`src/core/eidc_pkg.sv`:
```
// Purpose: constants for the event input detect and stamp control block
// Assumes: one clock at 250 MHz, synchronous active-high reset
// Notes: the event control register sits at offset 0x13
package eidc_pkg;
    localparam logic [7:0] EIDC_REG_EVT_CTRL = 8'h13;
    localparam logic [7:0] EIDC_CTRL_RST = 8'h00;
    localparam logic [7:0] EIDC_CTRL_WMASK = 8'h77;
    localparam logic [7:0] EIDC_RDATA_IDLE = 8'h00;
    localparam int EIDC_BIT_LVL = 6;
    localparam int EIDC_BIT_FLT_HI = 5;
    localparam int EIDC_BIT_FLT_LO = 4;
    localparam int EIDC_BIT_CLR = 2;
    localparam int EIDC_BIT_OVW = 1;
    localparam int EIDC_BIT_SRC = 0;

    typedef enum logic [1:0]
    {
        EIDC_FLT_OFF = 2'b00,
        EIDC_FLT_256HZ = 2'b01,
        EIDC_FLT_64HZ = 2'b10,
        EIDC_FLT_8HZ = 2'b11
    } eidc_flt_t;

    localparam int unsigned EIDC_CLK_NS = 4;
    localparam int unsigned EIDC_T256_NS = 3_900_000;
    localparam int unsigned EIDC_T64_NS = 15_600_000;
    localparam int unsigned EIDC_T8_NS = 125_000_000;
    localparam int unsigned EIDC_CYC_256HZ = EIDC_T256_NS / EIDC_CLK_NS;
    localparam int unsigned EIDC_CYC_64HZ = EIDC_T64_NS / EIDC_CLK_NS;
    localparam int unsigned EIDC_CYC_8HZ = EIDC_T8_NS / EIDC_CLK_NS;
    localparam logic [31:0] EIDC_CNT_ZERO = 32'h0000_0000;
    localparam logic [31:0] EIDC_CNT_ONE = 32'h0000_0001;
endpackage

```
`src/core/eidc_top.sv`:
```
// Purpose: event input detection and time stamp control register
// Assumes: register port and pins are synchronous to MCLK_IN
// Notes: stamp registers and event flag live outside this block
`timescale 1ns/1ns
module eidc_top
#(
    parameter int unsigned CYC_256HZ = eidc_pkg::EIDC_CYC_256HZ,
    parameter int unsigned CYC_64HZ = eidc_pkg::EIDC_CYC_64HZ,
    parameter int unsigned CYC_8HZ = eidc_pkg::EIDC_CYC_8HZ
)
(
    // clock and reset
    input wire logic MCLK_IN,
    input wire logic RST_IN,
    // register access
    input wire logic [7:0] REG_ADDR_IN,
    input wire logic REG_WR_IN,
    input wire logic REG_RD_IN,
    input wire logic [7:0] REG_WDATA_IN,
    input wire logic WRITE_PROTECT_IN,
    output logic [7:0] REG_RDATA_OUT,
    // event sources and stamp status
    input wire logic EVENT_INPUT_PIN_IN,
    input wire logic BACKUP_SUPPLY_STATE_IN,
    input wire logic STAMP_ENABLE_IN,
    input wire logic EVENT_FLAG_IN,
    // event and stamp control
    output logic EVENT_DETECT_OUT,
    output logic STAMP_CAPTURE_OUT,
    output logic STAMP_CLEAR_OUT
);
    import eidc_pkg::*;

    typedef struct packed
    {
        logic [7:0] ctrl;
        logic [7:0] rdata;
        logic pin;
        logic act_prev;
        logic samp;
        logic filt;
        logic bkp_prev;
        logic evt;
        logic cap;
        logic clr;
    } eidc_top_st_t;

    eidc_top_st_t st_ff;
    eidc_top_st_t nxt_st;
    // act_prev high: a pin already at its level over reset is no edge
    localparam eidc_top_st_t ST_RST = '{ctrl: EIDC_CTRL_RST, act_prev: 1'b1, default: '0};
    logic tick;
    logic act;
    logic pin_evt;
    logic bkp_evt;
    logic src_evt;
    logic wr_hit;
    logic [31:0] period;
    eidc_flt_t flt;

    // ----------------------------------------------------------------
    // filter period selection
    // ----------------------------------------------------------------
    assign flt = eidc_flt_t'(st_ff.ctrl[EIDC_BIT_FLT_HI:EIDC_BIT_FLT_LO]);

    always_comb
    begin
        unique case (flt)
            EIDC_FLT_256HZ: period = CYC_256HZ;
            EIDC_FLT_64HZ: period = CYC_64HZ;
            EIDC_FLT_8HZ: period = CYC_8HZ;
            EIDC_FLT_OFF: period = EIDC_CNT_ONE;
        endcase
    end

    eidc_tick u_tick
    (
        .clk_in(MCLK_IN),
        .rst_in(RST_IN),
        .run_in(flt != EIDC_FLT_OFF),
        .period_in(period),
        .tick_out(tick)
    );

    // ----------------------------------------------------------------
    // event detection
    // ----------------------------------------------------------------
    // active level seen on the registered pin
    assign act = st_ff.ctrl[EIDC_BIT_LVL] ? st_ff.pin : ~st_ff.pin;
    assign pin_evt = (flt == EIDC_FLT_OFF) ? (act & ~st_ff.act_prev)
                                            : (tick & act & st_ff.samp & ~st_ff.filt);
    assign bkp_evt = BACKUP_SUPPLY_STATE_IN & ~st_ff.bkp_prev;
    assign src_evt = st_ff.ctrl[EIDC_BIT_SRC] ? bkp_evt : pin_evt;
    assign wr_hit = REG_WR_IN && (REG_ADDR_IN == EIDC_REG_EVT_CTRL);

    // ----------------------------------------------------------------
    // next state
    // ----------------------------------------------------------------
    always_comb
    begin
        nxt_st = st_ff;
        nxt_st.pin = EVENT_INPUT_PIN_IN;
        nxt_st.act_prev = act;
        nxt_st.bkp_prev = BACKUP_SUPPLY_STATE_IN;
        nxt_st.clr = 1'b0;
        if (tick)
        begin
            nxt_st.samp = act;
            // stable level only after two equal samples
            if (act == st_ff.samp)
            begin
                nxt_st.filt = act;
            end
        end
        nxt_st.evt = pin_evt;
        nxt_st.cap = src_evt && STAMP_ENABLE_IN
                     && (st_ff.ctrl[EIDC_BIT_OVW] || !EVENT_FLAG_IN);
        // self clearing stamp clear
        if (st_ff.ctrl[EIDC_BIT_CLR])
        begin
            nxt_st.ctrl[EIDC_BIT_CLR] = 1'b0;
            nxt_st.clr = 1'b1;
        end
        if (wr_hit && !WRITE_PROTECT_IN)
        begin
            nxt_st.ctrl = REG_WDATA_IN & EIDC_CTRL_WMASK;
        end
        if (REG_RD_IN)
        begin
            nxt_st.rdata = (REG_ADDR_IN == EIDC_REG_EVT_CTRL) ? st_ff.ctrl
                                                              : EIDC_RDATA_IDLE;
        end
    end

    always_ff @(posedge MCLK_IN)
    begin
        if (RST_IN)
        begin
            st_ff <= ST_RST;
        end
        else
        begin
            st_ff <= nxt_st;
        end
    end

    assign REG_RDATA_OUT = st_ff.rdata;
    assign EVENT_DETECT_OUT = st_ff.evt;
    assign STAMP_CAPTURE_OUT = st_ff.cap;
    assign STAMP_CLEAR_OUT = st_ff.clr;

    // ----------------------------------------------------------------
    // checks
    // ----------------------------------------------------------------
    property p_bit7_zero;
        @(posedge MCLK_IN) disable iff (RST_IN)
        $past(REG_RD_IN) |-> REG_RDATA_OUT[7] == 1'b0;
    endproperty
    a_bit7_zero: assert property (p_bit7_zero)
        else $error("bit 7 read as one");

    property p_protect;
        @(posedge MCLK_IN) disable iff (RST_IN)
        (wr_hit && WRITE_PROTECT_IN && !st_ff.ctrl[EIDC_BIT_CLR]) |=> $stable(st_ff.ctrl);
    endproperty
    a_protect: assert property (p_protect)
        else $error("protected write changed control");

    property p_clear_pulse;
        @(posedge MCLK_IN) disable iff (RST_IN)
        (wr_hit && !WRITE_PROTECT_IN && REG_WDATA_IN[EIDC_BIT_CLR]) |=> ##1 STAMP_CLEAR_OUT;
    endproperty
    a_clear_pulse: assert property (p_clear_pulse)
        else $error("stamp clear pulse missing");

    property p_clear_self;
        @(posedge MCLK_IN) disable iff (RST_IN)
        STAMP_CLEAR_OUT && !$past(wr_hit) |-> !st_ff.ctrl[EIDC_BIT_CLR];
    endproperty
    a_clear_self: assert property (p_clear_self)
        else $error("stamp clear bit stuck");

    property p_edge_detect;
        @(posedge MCLK_IN) disable iff (RST_IN)
        (flt == EIDC_FLT_OFF && act && !st_ff.act_prev) |=> EVENT_DETECT_OUT;
    endproperty
    a_edge_detect: assert property (p_edge_detect)
        else $error("edge event missed");

    property p_filter_tick;
        @(posedge MCLK_IN) disable iff (RST_IN)
        (EVENT_DETECT_OUT && $past(flt) != EIDC_FLT_OFF) |-> $past(tick) && $past(st_ff.samp);
    endproperty
    a_filter_tick: assert property (p_filter_tick)
        else $error("filtered event without stable sample");

    property p_first_only;
        @(posedge MCLK_IN) disable iff (RST_IN)
        STAMP_CAPTURE_OUT |-> $past(st_ff.ctrl[EIDC_BIT_OVW]) || !$past(EVENT_FLAG_IN);
    endproperty
    a_first_only: assert property (p_first_only)
        else $error("capture while flag set in first event mode");

    property p_pin_stamp;
        @(posedge MCLK_IN) disable iff (RST_IN)
        (!st_ff.ctrl[EIDC_BIT_SRC] && pin_evt && STAMP_ENABLE_IN && !EVENT_FLAG_IN)
            |=> STAMP_CAPTURE_OUT;
    endproperty
    a_pin_stamp: assert property (p_pin_stamp)
        else $error("pin event not stamped");

    property p_backup_stamp;
        @(posedge MCLK_IN) disable iff (RST_IN)
        (st_ff.ctrl[EIDC_BIT_SRC] && bkp_evt && STAMP_ENABLE_IN && st_ff.ctrl[EIDC_BIT_OVW])
            |=> STAMP_CAPTURE_OUT;
    endproperty
    a_backup_stamp: assert property (p_backup_stamp)
        else $error("backup switchover not stamped");

    property p_reset_value;
        @(posedge MCLK_IN)
        (!RST_IN && $past(RST_IN)) |-> st_ff.ctrl == EIDC_CTRL_RST && !STAMP_CAPTURE_OUT
            && !EVENT_DETECT_OUT && !STAMP_CLEAR_OUT;
    endproperty
    a_reset_value: assert property (p_reset_value)
        else $error("control not zero after reset");
endmodule

```
`src/core/eidc_tick.sv`:
```
// Purpose: sample tick generator for the glitch filter
// Assumes: period_in stays put while run_in is high
// Notes: counter restarts whenever run_in drops
`timescale 1ns/1ns
module eidc_tick
(
    // clock and reset
    input wire logic clk_in,
    input wire logic rst_in,
    // control
    input wire logic run_in,
    input wire logic [31:0] period_in,
    // tick
    output logic tick_out
);
    import eidc_pkg::*;

    typedef struct packed
    {
        logic [31:0] cnt;
        logic tick;
    } eidc_tick_st_t;

    eidc_tick_st_t st_ff;
    eidc_tick_st_t nxt_st;

    always_comb
    begin
        nxt_st = st_ff;
        nxt_st.tick = 1'b0;
        if (!run_in)
        begin
            nxt_st.cnt = EIDC_CNT_ZERO;
        end
        else if (st_ff.cnt >= period_in - EIDC_CNT_ONE)
        begin
            nxt_st.cnt = EIDC_CNT_ZERO;
            nxt_st.tick = 1'b1;
        end
        else
        begin
            nxt_st.cnt = st_ff.cnt + EIDC_CNT_ONE;
        end
    end

    always_ff @(posedge clk_in)
    begin
        if (rst_in)
        begin
            st_ff <= '0;
        end
        else
        begin
            st_ff <= nxt_st;
        end
    end

    assign tick_out = st_ff.tick;

    property p_tick_period;
        @(posedge clk_in) disable iff (rst_in)
        st_ff.tick |-> st_ff.cnt == EIDC_CNT_ZERO;
    endproperty
    a_tick_period: assert property (p_tick_period)
        else $error("tick without counter restart");
endmodule

```
`config.mk`:
```
export PLATFORM = sky130hd
export DESIGN_NAME = eidc_top
export DESIGN_NICKNAME = d
export VERILOG_FILES = /design/src/core/eidc_pkg.sv /design/src/core/eidc_top.sv /design/src/core/eidc_tick.sv
export SDC_FILE = /design/constraint.sdc
export NUM_CORES = 1
export LEC_CHECK = 0
export BUFFER_PORTS_ARGS = -buffer_cell sky130_fd_sc_hd__buf_2
export CAP_MARGIN = 40
export CORE_MARGIN = 2
export CORE_UTILIZATION = 50
export DETAILED_ROUTE_END_ITERATION = 10
export PLACE_DENSITY = 0.69
export SLEW_MARGIN = 20
export SYNTH_ARGS = -nofsm -noshare
export SYNTH_HDL_FRONTEND = slang
export SYNTH_HIERARCHICAL = 1
export SYNTH_SLANG_ARGS = --single-unit
```
`constraint.sdc`:
```
create_clock -name MCLK_IN -period 10.7 [get_ports MCLK_IN]
set_input_delay 3.21 -clock MCLK_IN [delete_from_list [all_inputs] [get_ports MCLK_IN]]
set_output_delay 3.21 -clock MCLK_IN [all_outputs]
set_load 0.01 [all_outputs]
```
# == Word level (Yosys, flattened, before mapping) ==
# Index checks and enable logic that the tools add are counted.
# classes
reduce_logical,13
n_addsub,2
eq_ne,5
n_mux,7
order_cmp,1
bitwise,11
# ops
operator,count
32-bit case mux with 4 select lines,1
"32-bit by 1-bit adder with 32-bit output, second input constant",1
32-bit greater-or-equal comparator,1
"32-bit by 1-bit subtractor with 32-bit output, second input constant",1
"8-bit by 5-bit equality test with 1-bit output, second input constant",1
7-bit 2-to-1 mux,1
1-bit inverter,6
1-bit AND,5
1-bit 2-to-1 mux,5
"2-bit equality test, second input constant",2
1-bit logical AND,4
2-bit OR reduction,2
3-bit OR reduction,1
"2-bit by 1-bit equality test with 1-bit output, second input constant",1
1-bit logical NOT,2
2-bit logical NOT,1
2-bit AND reduction,1
2-bit nonzero test,1
1-bit equality test,1
1-bit logical OR,1
# totals
out_inout_bits,11
input_bits,25
register_bits,55
wordCells,52

# == Longest topological paths before layout ==
# Gate-level depths: netlist of the first run.
# logic_depth
ltp_word,9
ltp_mapped,17
mapped_depth_nobuf,15

# == Cells and area by module ==
# Netlist of the first run, hierarchy kept.
# modules_own_cells
mod,n_inst,seq_area_each_um2,cells_per_inst,area_per_inst_um2
eidc_tick,1,660.6,329,2793.9
eidc_top,1,400.4,105,965.9

# == Worst setup path after synthesis of the first run ==
# No wires, ideal clock.
# synth_timing
kind,register to register
from,"register st_ff, in the netlist flt[1]"
to,register u_tick/st_ff[13] in the netlist's numbering
setup_slack_ps,6269
arrival_time_ps,4314
synth_period_minus_slack_ps,4431
setup_ps,116
t_required_ps,10584
n_path_buf,1
path_stages_with_launch,15
path_cell_list,dfxtp_1 inv_1 ha_1 or2_2 or4b_1 nand2b_1 or4_1 xor2_1 ha_1 nand2_1 nor4_2 or4b_1 a311oi_4 buf_6 nor3_1
# synth_via
elab_chain_len,5
word_cells_on_any_way,10
classes_between,add/sub (1); order compare (1); eq/ne (3); mux (1); bitwise (1); reduce/logical (3)
# synth_rtl
item,line,source
from (decl),eidc_top.sv:48,eidc_top_st_t st_ff;
from (signal assigned),eidc_top.sv:143,st_ff <= nxt_st;
2-bit equality test (tied with other cells),eidc_top.sv:68,unique case (flt)
32-bit case mux with 4 select lines (*),eidc_top.sv:68,
named net period[13],eidc_top.sv:58,logic [31:0] period;
32-bit by 1-bit subtractor with 32-bit output (*),eidc_tick.sv:35,else if (st_ff.cnt >= period_in - EIDC_CNT_ONE)
32-bit greater-or-equal comparator (*),eidc_tick.sv:35,
3-bit OR reduction (no line) (*),--,
to (signal assigned),eidc_tick.sv:54,st_ff <= nxt_st;
to (decl),eidc_tick.sv:24,eidc_tick_st_t st_ff;
# The timed path passes the listed nets; every way through them passes the cells marked *. The select of a mux whose other input is x is not followed.
# A chain may end at the register's enable or synchronous reset.

# == Worst setup path in the final report of the first run ==
# layout_timing
from,"register st_ff, in the netlist flt[1]"
to,register u_tick/st_ff[2] in the netlist's numbering
# Same word-level chain as after synthesis.

==> key figures, run 1 <==
Status
  – Status: complete, no violations

Timing
  – RSZ-0062 raised after global routing: false
  – Period utilisation layout: 0.485
  – Final Skew: 0.00598 ns
  – Final Hold Slack: 0.471 ns
  – Worst-margin pin slew: between 0.6 and 0.7 ns
  – Hold Fails Final Rpt: 0
  – Max-slew violation count: 0
  – Final setup fails: 0
  – Period minus WS final: around 5.2 ns
  – Rel. slew slack: 0.573
  – Highest Clock Rate: 0.193 GHz
  – Setup TNS: 0 ns

Power
  – Total net switching power: 0.0000838 W
  – Power per Cell Area: 81.9 nW/µm²
  – Internal: 0.000254 W
  – LEAKAGE: 1.54 nW
  – Maximum vdd ir drop: 46.3 µV
  – Comb power frac: 0.055
  – Seq pwr share: 0.586
  – Clock Power Share: 0.359
  – Switch share: 0.248

Route
  – Top sig layer: met4
  – Wire length per cell: 12.8 µm
  – Via-to-Cell Ratio: 5.28
  – Residual DRC: 0
  – Routed WL: 7480 µm
  – Vias: 3093
  – Antenna Nets Post-Route: 0
  – Met3 WL: roughly 250 µm
  – Met2 wire length: 3480 µm
  – Starting DRT DRC Count: 91
  – M1 wire length: roughly 3700 µm
  – Drt first pass iters: 4

Die
  – Initial Util: 0.518
  – Chip height: 90.7 µm
  – Num rows: 31
  – DIE WIDTH: 90.7 µm
  – Die ar.: 8230 µm²
  – IO Pins: 36
  – Core area: 7250 µm²

Clocking
  – H-tree depth: 2
  – CTS buffer count: 5
  – Clk Latency, worst-skew pair: 0.32 ns
  – Hold_buf cts: 0
  – Post-CTS setup buffer count: 0
  – Clock slew at reported path FFs: around 0.11 ns
  – Clk sinks: 53
  – Post-CTS resize count: 0
  – Clk root buf: clkbuf_8
  – CTS tree: built
  – CTS Buffer Depth: 2

Setup path
  – CP delay by family, top: simple AND/OR/NAND/NOR gates
  – CP Depth: 15
  – Crit. Startpoint: flt[1]
  – R2R depth: 15
  – CP Capture Type: flop
  – R2R Setup Slk: 5.51 ns
  – CP required: roughly 11 ns
  – CP peak stage delay: around 0.85 ns
  – CP most frequent cell: ha_1
  – Max FO, Critical Path: 17
  – CP arrival: roughly 5.4 ns
  – Sum of buffers and inverters on the critical path: 2
  – Startpoint Class: flop
  – Crit Path Class: flop to flop
  – FF-to-FF Start: flt[1]
  – Critical Path Slowest Stage Cell: or4_1
  – CP Cell Sequence: inv_1 -> ha_1 -> or2_2 -> or4b_1 -> nor2_1 -> nand4_1 -> nor4_1 -> xnor2_1 -> ha_1 -> a21oi_1 -> a21boi_0 -> a311o_1 -> or4_1 -> buf_8 -> nor3b_1

Synth
  – Ys async rst share: 0
  – Top cells by area, synth: dfxtp_1 28%, ha_1 13%, xnor2_1 10%
  – Post-synth top cells: 53 x dfxtp_1, 44 x xnor2_1, 42 x nor3_1
  – Synth Warn #: 6
  – Mapped Cells: 434
  – Post-synthesis average cell area: 8.66 µm²
  – Post-synth EDFFs: 0
  – Synth Cell Area: 3760 µm²
  – Top cell type's share of synthesized area: 0.282
  – Yosys reg bits: 53
  – Top-count cell post-synth: dfxtp_1
  – Post-synth top flop: dfxtp_1
  – Cell taking the most area after synthesis: dfxtp_1
  – Register area share after synthesis: 0.282
  – Synth unique cells: 49

Hold path
  – HP Class: flop to flop
  – Worst Hold Depth: 2
  – Hold path startpoint: REG_RDATA_OUT[1]

Placement
  – Detail Placement HPWL: about 5700 µm
  – Placed cell count: 577
  – PortBufs: 31
  – GP Congestion: 0.822

Global route
  – Initial antenna violation count: 0
  – Vias in the first global route: a little under 3000
  – Congestion Overflow GR: 0
  – Pin count of the biggest net entering global routing: 33
  – Total track usage: 0.184
  – Global-route wire length before repair: 12900 µm

Job
  – Number of max-cap violations: 0

Finish
  – Antenna diodes: 0
  – Area growth, synth to finish: 9.78%
  – Layout cells sized above 1: 0.117
  – Final core occ: 0.569
  – Fill count: around 690
  – Layout Cells excl Fill: 586
  – Net count, final: 551
-- logic make-up after synthesis --
family	count (synthesis)	share of synthesized area
DFF	53	0.282
other	1	0.000997
xor gates and xnor gates	61	0.142
buffers and inverters	34	0.0566
AOI/OAI and AO/OA	38	0.0632
and+or+nand+nor	201	0.306
adders and majority gates	40	0.133
muxes	6	0.0160
-- area by class of cell --
cell class / instances / area, µm² / area share
Inverter: 12 / 45.0 / 0.0109
Sequential cell: 53 / 1060 / 0.257
Tap cell: 99 / 124 / 0.0300
Multi-Input combinational cell: 379 / 2610 / 0.631
Clock buffer: 5 / 68.8 / 0.0167
Timing Repair Buffer: 35 / 196 / 0.0476
Clock inverter: 3 / 26.3 / 0.00637
-- worst min-delay path, cell delays in order, from the launching register on --
cell and delay [ns]:
dfxtp_1 0.32, nand2b_1 0.06, a21oi_1 0.05
-- power groups by stage --
stage                     clock network (W)  registers (W)   logic, W
after floorplan                           0       0.000203  0.0000126
after global placement                    0       0.000203  0.0000179
after detailed placement                  0       0.000203  0.0000184
after CTS                          0.000126       0.000198  0.0000185
after global routing               0.000132       0.000198  0.0000214
final                              0.000121       0.000198  0.0000185
-- placed cells by master (no fill, tap or decap), types with 3 or more instances in the layout --
cell      netlist  layout
a21oi_1        22      22
nor4_1         14      14
and4_1          4       4
or2_2           3       3
conb_1          1      33
and2_1          3       3
inv_1          12      12
nor2_1         23      23
nor2b_1         5       5
ha_1           40      40
or4_1           7       7
mux2i_1         6       6
dfxtp_1        53      53
nand4_1        18      18
xor2_1         17      17
clkbuf_8        0       5
and3_1          5       5
nand3_1        19      19
buf_2           1      31
xnor2_1        44      44
nor3_1         42      42
or3_1           3       3
o21ai_0         7       7
nor3_2          3       3
nand2b_1       11      11
nand2_1        28      28
-- worst paths after layout --
path	endpoint
min	REG_RDATA_OUT[1]
max reg2reg	u_tick/st_ff[2]
max	u_tick/st_ff[2]
min reg2reg	REG_RDATA_OUT[1]
-- state kept, by name (all words and copies together) (netlist names) --
register,flops
u_tick/st_ff,32
u_tick/tick_out,1
STAMP_CAPTURE_OUT,1
REG_RDATA_OUT,6
EVENT_DETECT_OUT,1
flt,2
st_ff,9
STAMP_CLEAR_OUT,1
-- routing by layer --
metal  global-route usage  vias to the layer above
met5                    0                        -
met3               0.0309                        8
met2                0.312                       44
met4               0.0500                        0
li1                     -                     1624
met1                0.242                     1417
-- metrics by stage --
| stage | setup WS [ns] | total power [W] | instance area (µm²) |
|---|---|---|---|
| global route | 5.05 | 0.000352 | 4130 |
| detailed placement | 5.52 | 0.000221 | 4030 |
| CTS | 5.48 | 0.000343 | 4120 |
| finish | 5.51 | 0.000338 | 4130 |
| global placement | 5.52 | 0.000221 | 4000 |
| floorplan | 6.27 | 0.000215 | 3880 |
(Power assumes the default switching activity.)
==> run 2: changes to the inputs <==
--- a/config.mk
+++ b/config.mk
@@ -10,7 +10,7 @@
 export CORE_MARGIN = 2
 export CORE_UTILIZATION = 50
 export DETAILED_ROUTE_END_ITERATION = 10
-export PLACE_DENSITY = 0.69
+export PLACE_DENSITY = 0.72
 export SLEW_MARGIN = 20
 export SYNTH_ARGS = -nofsm -noshare
 export SYNTH_HDL_FRONTEND = slang
==> constraint.sdc (replaced) <==
create_clock -name MCLK_IN -period 4.6 [get_ports MCLK_IN]
set_input_delay 1.38 -clock MCLK_IN [delete_from_list [all_inputs] [get_ports MCLK_IN]]
set_output_delay 1.38 -clock MCLK_IN [all_outputs]
set_load 0.01 [all_outputs]
==> run 2 against run 1 <==
Hold slack gained 0.00050 ns. Register-to-register slack lost 5.3 ns. Setup slack worse by 5.3 ns. Critical endpoint is now u_tick/st_ff[3].
==> key figures, run 2 (same netlist as run 1, synthesis figures left out) <==
Route
  – Starting DRT DRC Count: 108
  – Wire length per cell: 13.3 µm
  – Drt first pass iters: 4
  – Via-to-Cell Ratio: 5.26
  – Routed WL: around 8000 µm
  – Vias: ~3200
  – Residual DRC: 0
  – Antenna Nets Post-Route: 0

Die
  – IO Pins: 36
  – Initial Util: 0.518
  – Chip height: 90.7 µm
  – DIE WIDTH: 90.7 µm
  – Num rows: 31
  – Core area: 7250 µm²
  – Die ar.: 8230 µm²

Clocking
  – CTS buffer count: 5
  – Clk Latency, worst-skew pair: about 0.32 ns
  – Clock slew at reported path FFs: around 0.10 ns
  – CTS tree: built
  – Clk sinks: 53
  – CTS Buffer Depth: 2
  – Clk root buf: clkbuf_8
  – H-tree depth: 2

Status
  – Status: complete, no violations

Finish
  – Area growth, synth to finish: 16.1%
  – Most frequent cells in the layout: 52 x dfxtp_1, 44 x xnor2_1, 40 x ha_1
  – Layout Cells excl Fill: 600
  – Layout cells sized above 1: 0.176
  – Final core occ: 0.602
  – Max FFs per register: 32
  – Fill count: 659
  – Net count, final: 565
  – Largest Register: u_tick/st_ff
  – Commonest non-fill, non-tap cell in the layout: dfxtp_1
  – Antenna diodes: 0

Job
  – Number of max-cap violations: 0

Timing
  – Worst setup margin: 0.183 ns
  – Highest Clock Rate: 0.226 GHz
  – Setup TNS: 0 ns
  – Hold Fails Final Rpt: 0
  – Period utilisation layout: 0.960
  – Final setup fails: 0
  – Period minus WS final: 4.42 ns
  – Final Skew: approximately 0.0056 ns
  – Max-slew violation count: 0
  – RSZ-0062 raised after global routing: false

Global route
  – Global-route wire length before repair: around 14000 µm
  – Vias in the first global route: between 2000 and 3000
  – Congestion Overflow GR: 0
  – Initial antenna violation count: 0
  – Total track usage: 0.194
  – Pin count of the biggest net entering global routing: 33

Placement
  – Placed cell count: just under 600
  – Pre-CTS setup slack: 0.162 ns
  – Detail Placement HPWL: roughly 6000 µm
  – PortBufs: 31
  – GP Congestion: 0.848

Setup path
  – Crit Path Class: flop to flop
  – CP Depth: 14
  – CP required: 4.81 ns
  – CP peak stage delay: 0.60 ns
  – Startpoint Class: flop
  – Max FO, Critical Path: 27
  – CP Capture Type: flop
  – CP arrival: between 4 and 5 ns
  – R2R depth: 14
  – CP Cell Sequence: buf_4 -> ha_1 -> or2_2 -> or4b_4 -> nand2b_1 -> or4_1 -> xor2_1 -> ha_1 -> nand2_1 -> nor4_4 -> or4b_1 -> a311oi_4 -> buf_12 -> nor3_1
  – CP delay by family, top: simple AND/OR/NAND/NOR gates
  – CP most frequent cell: ha_1
  – Sum of buffers and inverters on the critical path: 2
  – Critical Path Slowest Stage Cell: or4b_4

Hold path
  – HP Class: flop to flop
  – Worst Hold Depth: 2

Power
  – Maximum vdd ir drop: 115 µV
  – Power per Cell Area: roughly 180 nW/µm²
  – LEAKAGE: roughly 1.6 nW
[run 2: where the power goes]
group	internal (W)	switching (W)
Sequential	0.000460	0.000000521
Clock	0.000111	0.000170
Combinational	0.0000216	0.0000251
[run 2: area by class of cell]
| cell class | instances | area (µm²) | share of cell area |
|---|---|---|---|
| multi-input cells | 379 | 2710 | 0.620 |
| flip-flops and latches | 53 | 1060 | 0.243 |
| clock buffers | 5 | 68.8 | 0.0158 |
| inverters | 12 | 45.0 | 0.0103 |
| clock inverters | 3 | 26.3 | 0.00602 |
| repair buffers | 49 | 334 | 0.0765 |
| well taps | 99 | 124 | 0.0284 |
[run 2: final timing paths]
check                   start                to  slack [ns]
max                    flt[1]   u_tick/st_ff[3]        0.18
max reg2reg            flt[1]   u_tick/st_ff[3]        0.18
min reg2reg  REG_RDATA_OUT[2]  REG_RDATA_OUT[2]        0.47
min          REG_RDATA_OUT[2]  REG_RDATA_OUT[2]        0.47
[run 2: metal layers]
layer  up-vias  part of all wire  GRT usage
li1       1647                 -          -
met1      1448              0.47      0.249
met2        53              0.49      0.340
met3         9             0.034     0.0284
met4         0             0.012     0.0526
met5         -                 0          0
[run 2: what timing repair did]
action,in CTS,in global routing
endpoints found under the setup margin,0,33
hold buffers,0,0
buffers inserted,0,4
gates resized for setup,0,22
[run 2: worst register-to-register path: cells and delay by family, from the launching register on]
kind / cells / cell delay, ns
AOI/OAI and AO/OA: 1 / 0.32
xor gates and xnor gates: 1 / 0.16
adders and majority gates: 2 / 0.46
buffers and inverters: 2 / 0.38
DFF: 1 / 0.32
and+or+nand+nor: 8 / 2.69
[run 2: metrics by stage]
stage                     hold WS [ns]  total power (W)  area (µm²)
after floorplan                  0.439         0.000501        3880
after global placement           0.453         0.000513        4110
after detailed placement         0.458         0.000514        4110
after CTS                        0.476         0.000794        4210
after global routing             0.492         0.000825        4370
final                            0.471         0.000789        4370
==> run 3: changes to the inputs <==
--- a/config.mk
+++ b/config.mk
@@ -7,10 +7,12 @@
 export LEC_CHECK = 0
 export BUFFER_PORTS_ARGS = -buffer_cell sky130_fd_sc_hd__buf_2
 export CAP_MARGIN = 40
+export CELL_PAD_IN_SITES_DETAIL_PLACEMENT = 0
+export CELL_PAD_IN_SITES_GLOBAL_PLACEMENT = 1
 export CORE_MARGIN = 2
-export CORE_UTILIZATION = 50
+export CORE_UTILIZATION = 41
 export DETAILED_ROUTE_END_ITERATION = 10
-export PLACE_DENSITY = 0.72
+export PLACE_DENSITY_LB_ADDON = 0.1
 export SLEW_MARGIN = 20
 export SYNTH_ARGS = -nofsm -noshare
 export SYNTH_HDL_FRONTEND = slang
==> run 3 against run 2 <==
Clock skew up 0.0047 ns. Non-clock buffer count up 2. Critical path type unchanged. Power up 6.6%. Setup slack better by 0.024 ns. Cell count up 1.8%. Largest power group unchanged.
==> key figures, run 3 (same netlist as run 1, synthesis figures left out) <==
Status
  – Status: complete, no violations

Power
  – Switch share: 0.232
  – Clock Power Share: 0.395
  – Comb power frac: 0.057
  – Design Power: 0.000841 W
  – Seq pwr share: 0.548
  – Power per Cell Area: 192 nW/µm²
  – Total net switching power: 0.000195 W
  – Internal: 0.000646 W
  – Maximum vdd ir drop: ~100 µV
  – LEAKAGE: 1.65 nW

Route
  – Drt first pass iters: 4
  – Antenna Nets Post-Route: 0
  – Residual DRC: 0
  – Vias: ~3100
  – Starting DRT DRC Count: 103
  – Wire length per cell: between 10 and 15 µm
  – Via-to-Cell Ratio: 5.12
  – Routed WL: roughly 8600 µm

Die
  – Core area: 8810 µm²
  – Chip height: 99.8 µm
  – Initial Util: 0.427
  – Die ar.: 9950 µm²
  – IO Pins: 36
  – Num rows: 34
  – DIE WIDTH: between 90 and 100 µm

Setup path
  – R2R Setup Slk: 0.21 ns
  – CP arrival: about 4.6 ns
  – CP Capture Type: flop
  – Startpoint Class: flop
  – CP required: 4.83 ns
  – Crit Path Class: flop to flop
  – Max FO, Critical Path: 17

Global route
  – Congestion Overflow GR: 0
  – Initial antenna violation count: 0
  – Global-route wire length before repair: about 14000 µm
  – Pin count of the biggest net entering global routing: 34
  – Total track usage: 0.180
  – Vias in the first global route: 3016

Clocking
  – Clock slew at reported path FFs: 0.11 ns
  – CTS buffer count: 5
  – Clk root buf: clkbuf_8
  – CTS tree: built
  – Hold_buf cts: 0
  – Clk sinks: 53
  – H-tree depth: 2
  – CTS Buffer Depth: 2
  – Clk Latency, worst-skew pair: 0.32 ns

Finish
  – Commonest non-fill, non-tap cell in the layout: dfxtp_1
  – Layout cells sized above 1: 0.171
  – Max FFs per register: 32
  – Area growth, synth to finish: 16.5%
  – Antenna diodes: 0
  – Most frequent cells in the layout: 51 x dfxtp_1, 44 x xnor2_1, 41 x nor3_1
  – Largest Register: u_tick/st_ff
  – Fill count: 872
  – Seq. cell area: 1060 µm²
  – Net count, final: 567
  – Multi-input gate area: 2680 µm²

Timing
  – RSZ-0062 raised after global routing: true
  – Worst setup margin: around 0.21 ns
  – Final setup fails: 0
  – Rel. slew slack: 0.635
  – Worst-margin pin slew: about 0.54 ns
  – Final Skew: 0.0103 ns
  – Max-slew violation count: 0
  – Hold Fails Final Rpt: 0
  – Highest Clock Rate: roughly 0.23 GHz
  – Final Hold Slack: 0.469 ns
  – Period utilisation layout: 0.955
  – Period minus WS final: approximately 4.4 ns

Job
  – Number of max-cap violations: 0

Placement
  – GP Congestion: 0.761
  – Detail Placement HPWL: between 6000 and 7000 µm
  – PortBufs: 31
  – Pre-CTS setup slack: around 0.0053 ns

Hold path
  – HP Class: flop to flop
[run 3: cell types whose count changed in the layout (fill, tap and decap cells not counted), moves of 2 or more]
cell,before,now
or4_4,2,4
nor3_1,32,41
buf_4,13,15
nor3_2,11,2
or4_1,5,3
[run 3: metrics by stage]
stage	instances	area, µm²	setup TNS [ns]	utilization
6_report	611	4380	0	0.497
5_1_grt	611	4380	-0.547	0.497
4_1_cts	606	4240	0	0.482
3_5_place_dp	598	4130	0	0.468
3_3_place_gp	597	4120	0	0.468
2_1_floorplan	466	3880	0	-
[run 3: worst paths after layout]
kind | startpoint | end | cells past startpoint
max | flt[1] | u_tick/st_ff[30] | 17
max reg2reg | flt[1] | u_tick/st_ff[30] | 17
min | REG_RDATA_OUT[2] | REG_RDATA_OUT[2] | 2
min reg2reg | REG_RDATA_OUT[2] | REG_RDATA_OUT[2] | 2
[run 3: area by class of cell]
cell class                      instances  area share
Clock buffer                            5      0.0157
Clock inverter                          3      0.0106
Inverter                               12      0.0103
Multi-Input combinational cell        379       0.612
Sequential cell                        53       0.243
Tap cell                              108      0.0308
Timing Repair Buffer                   51      0.0777
[run 3: repair_timing]
action	in CTS	in global routing
pin swaps	0	5
setup buffers	0	4
cloned	0	1
endpoints found under the setup margin	23	33
gates resized for setup	1	19
[run 3: power by group through the flow]
stage | combinational (W) | sequential [W] | clock [W]
CTS | 0.0000434 | 0.000461 | 0.000342
global placement | 0.0000424 | 0.000471 | 0
detailed placement | 0.0000433 | 0.000471 | 0
floorplan | 0.0000292 | 0.000471 | 0
finish | 0.0000477 | 0.000461 | 0.000332
global route | 0.0000543 | 0.000461 | 0.000366
[run 3: worst max-delay path, cell delays in order, from the launching register on]
cell and delay, ns:
dfxtp_2 0.35, buf_4 0.14, ha_1 0.18, buf_4 0.20
nor2_1 0.11, nor2_1 0.09, or4_4 0.53, nor3_4 0.22
nand4_1 0.18, nor4_2 0.34, xnor2_1 0.11, ha_1 0.31
a21oi_1 0.16, a21boi_0 0.12, a311o_1 0.35, or4_4 0.57
buf_6 0.18, nor3_1 0.18
[run 3: routing by layer]
layer / vias up / wire length [µm] / global-route usage
met5: - / 0 / 0
met4: 0 / 88 / 0.0495
met3: 4 / 261 / 0.0379
met2: 40 / 3910 / 0.293
met1: 1427 / 4310 / 0.242
li1: 1658 / - / -
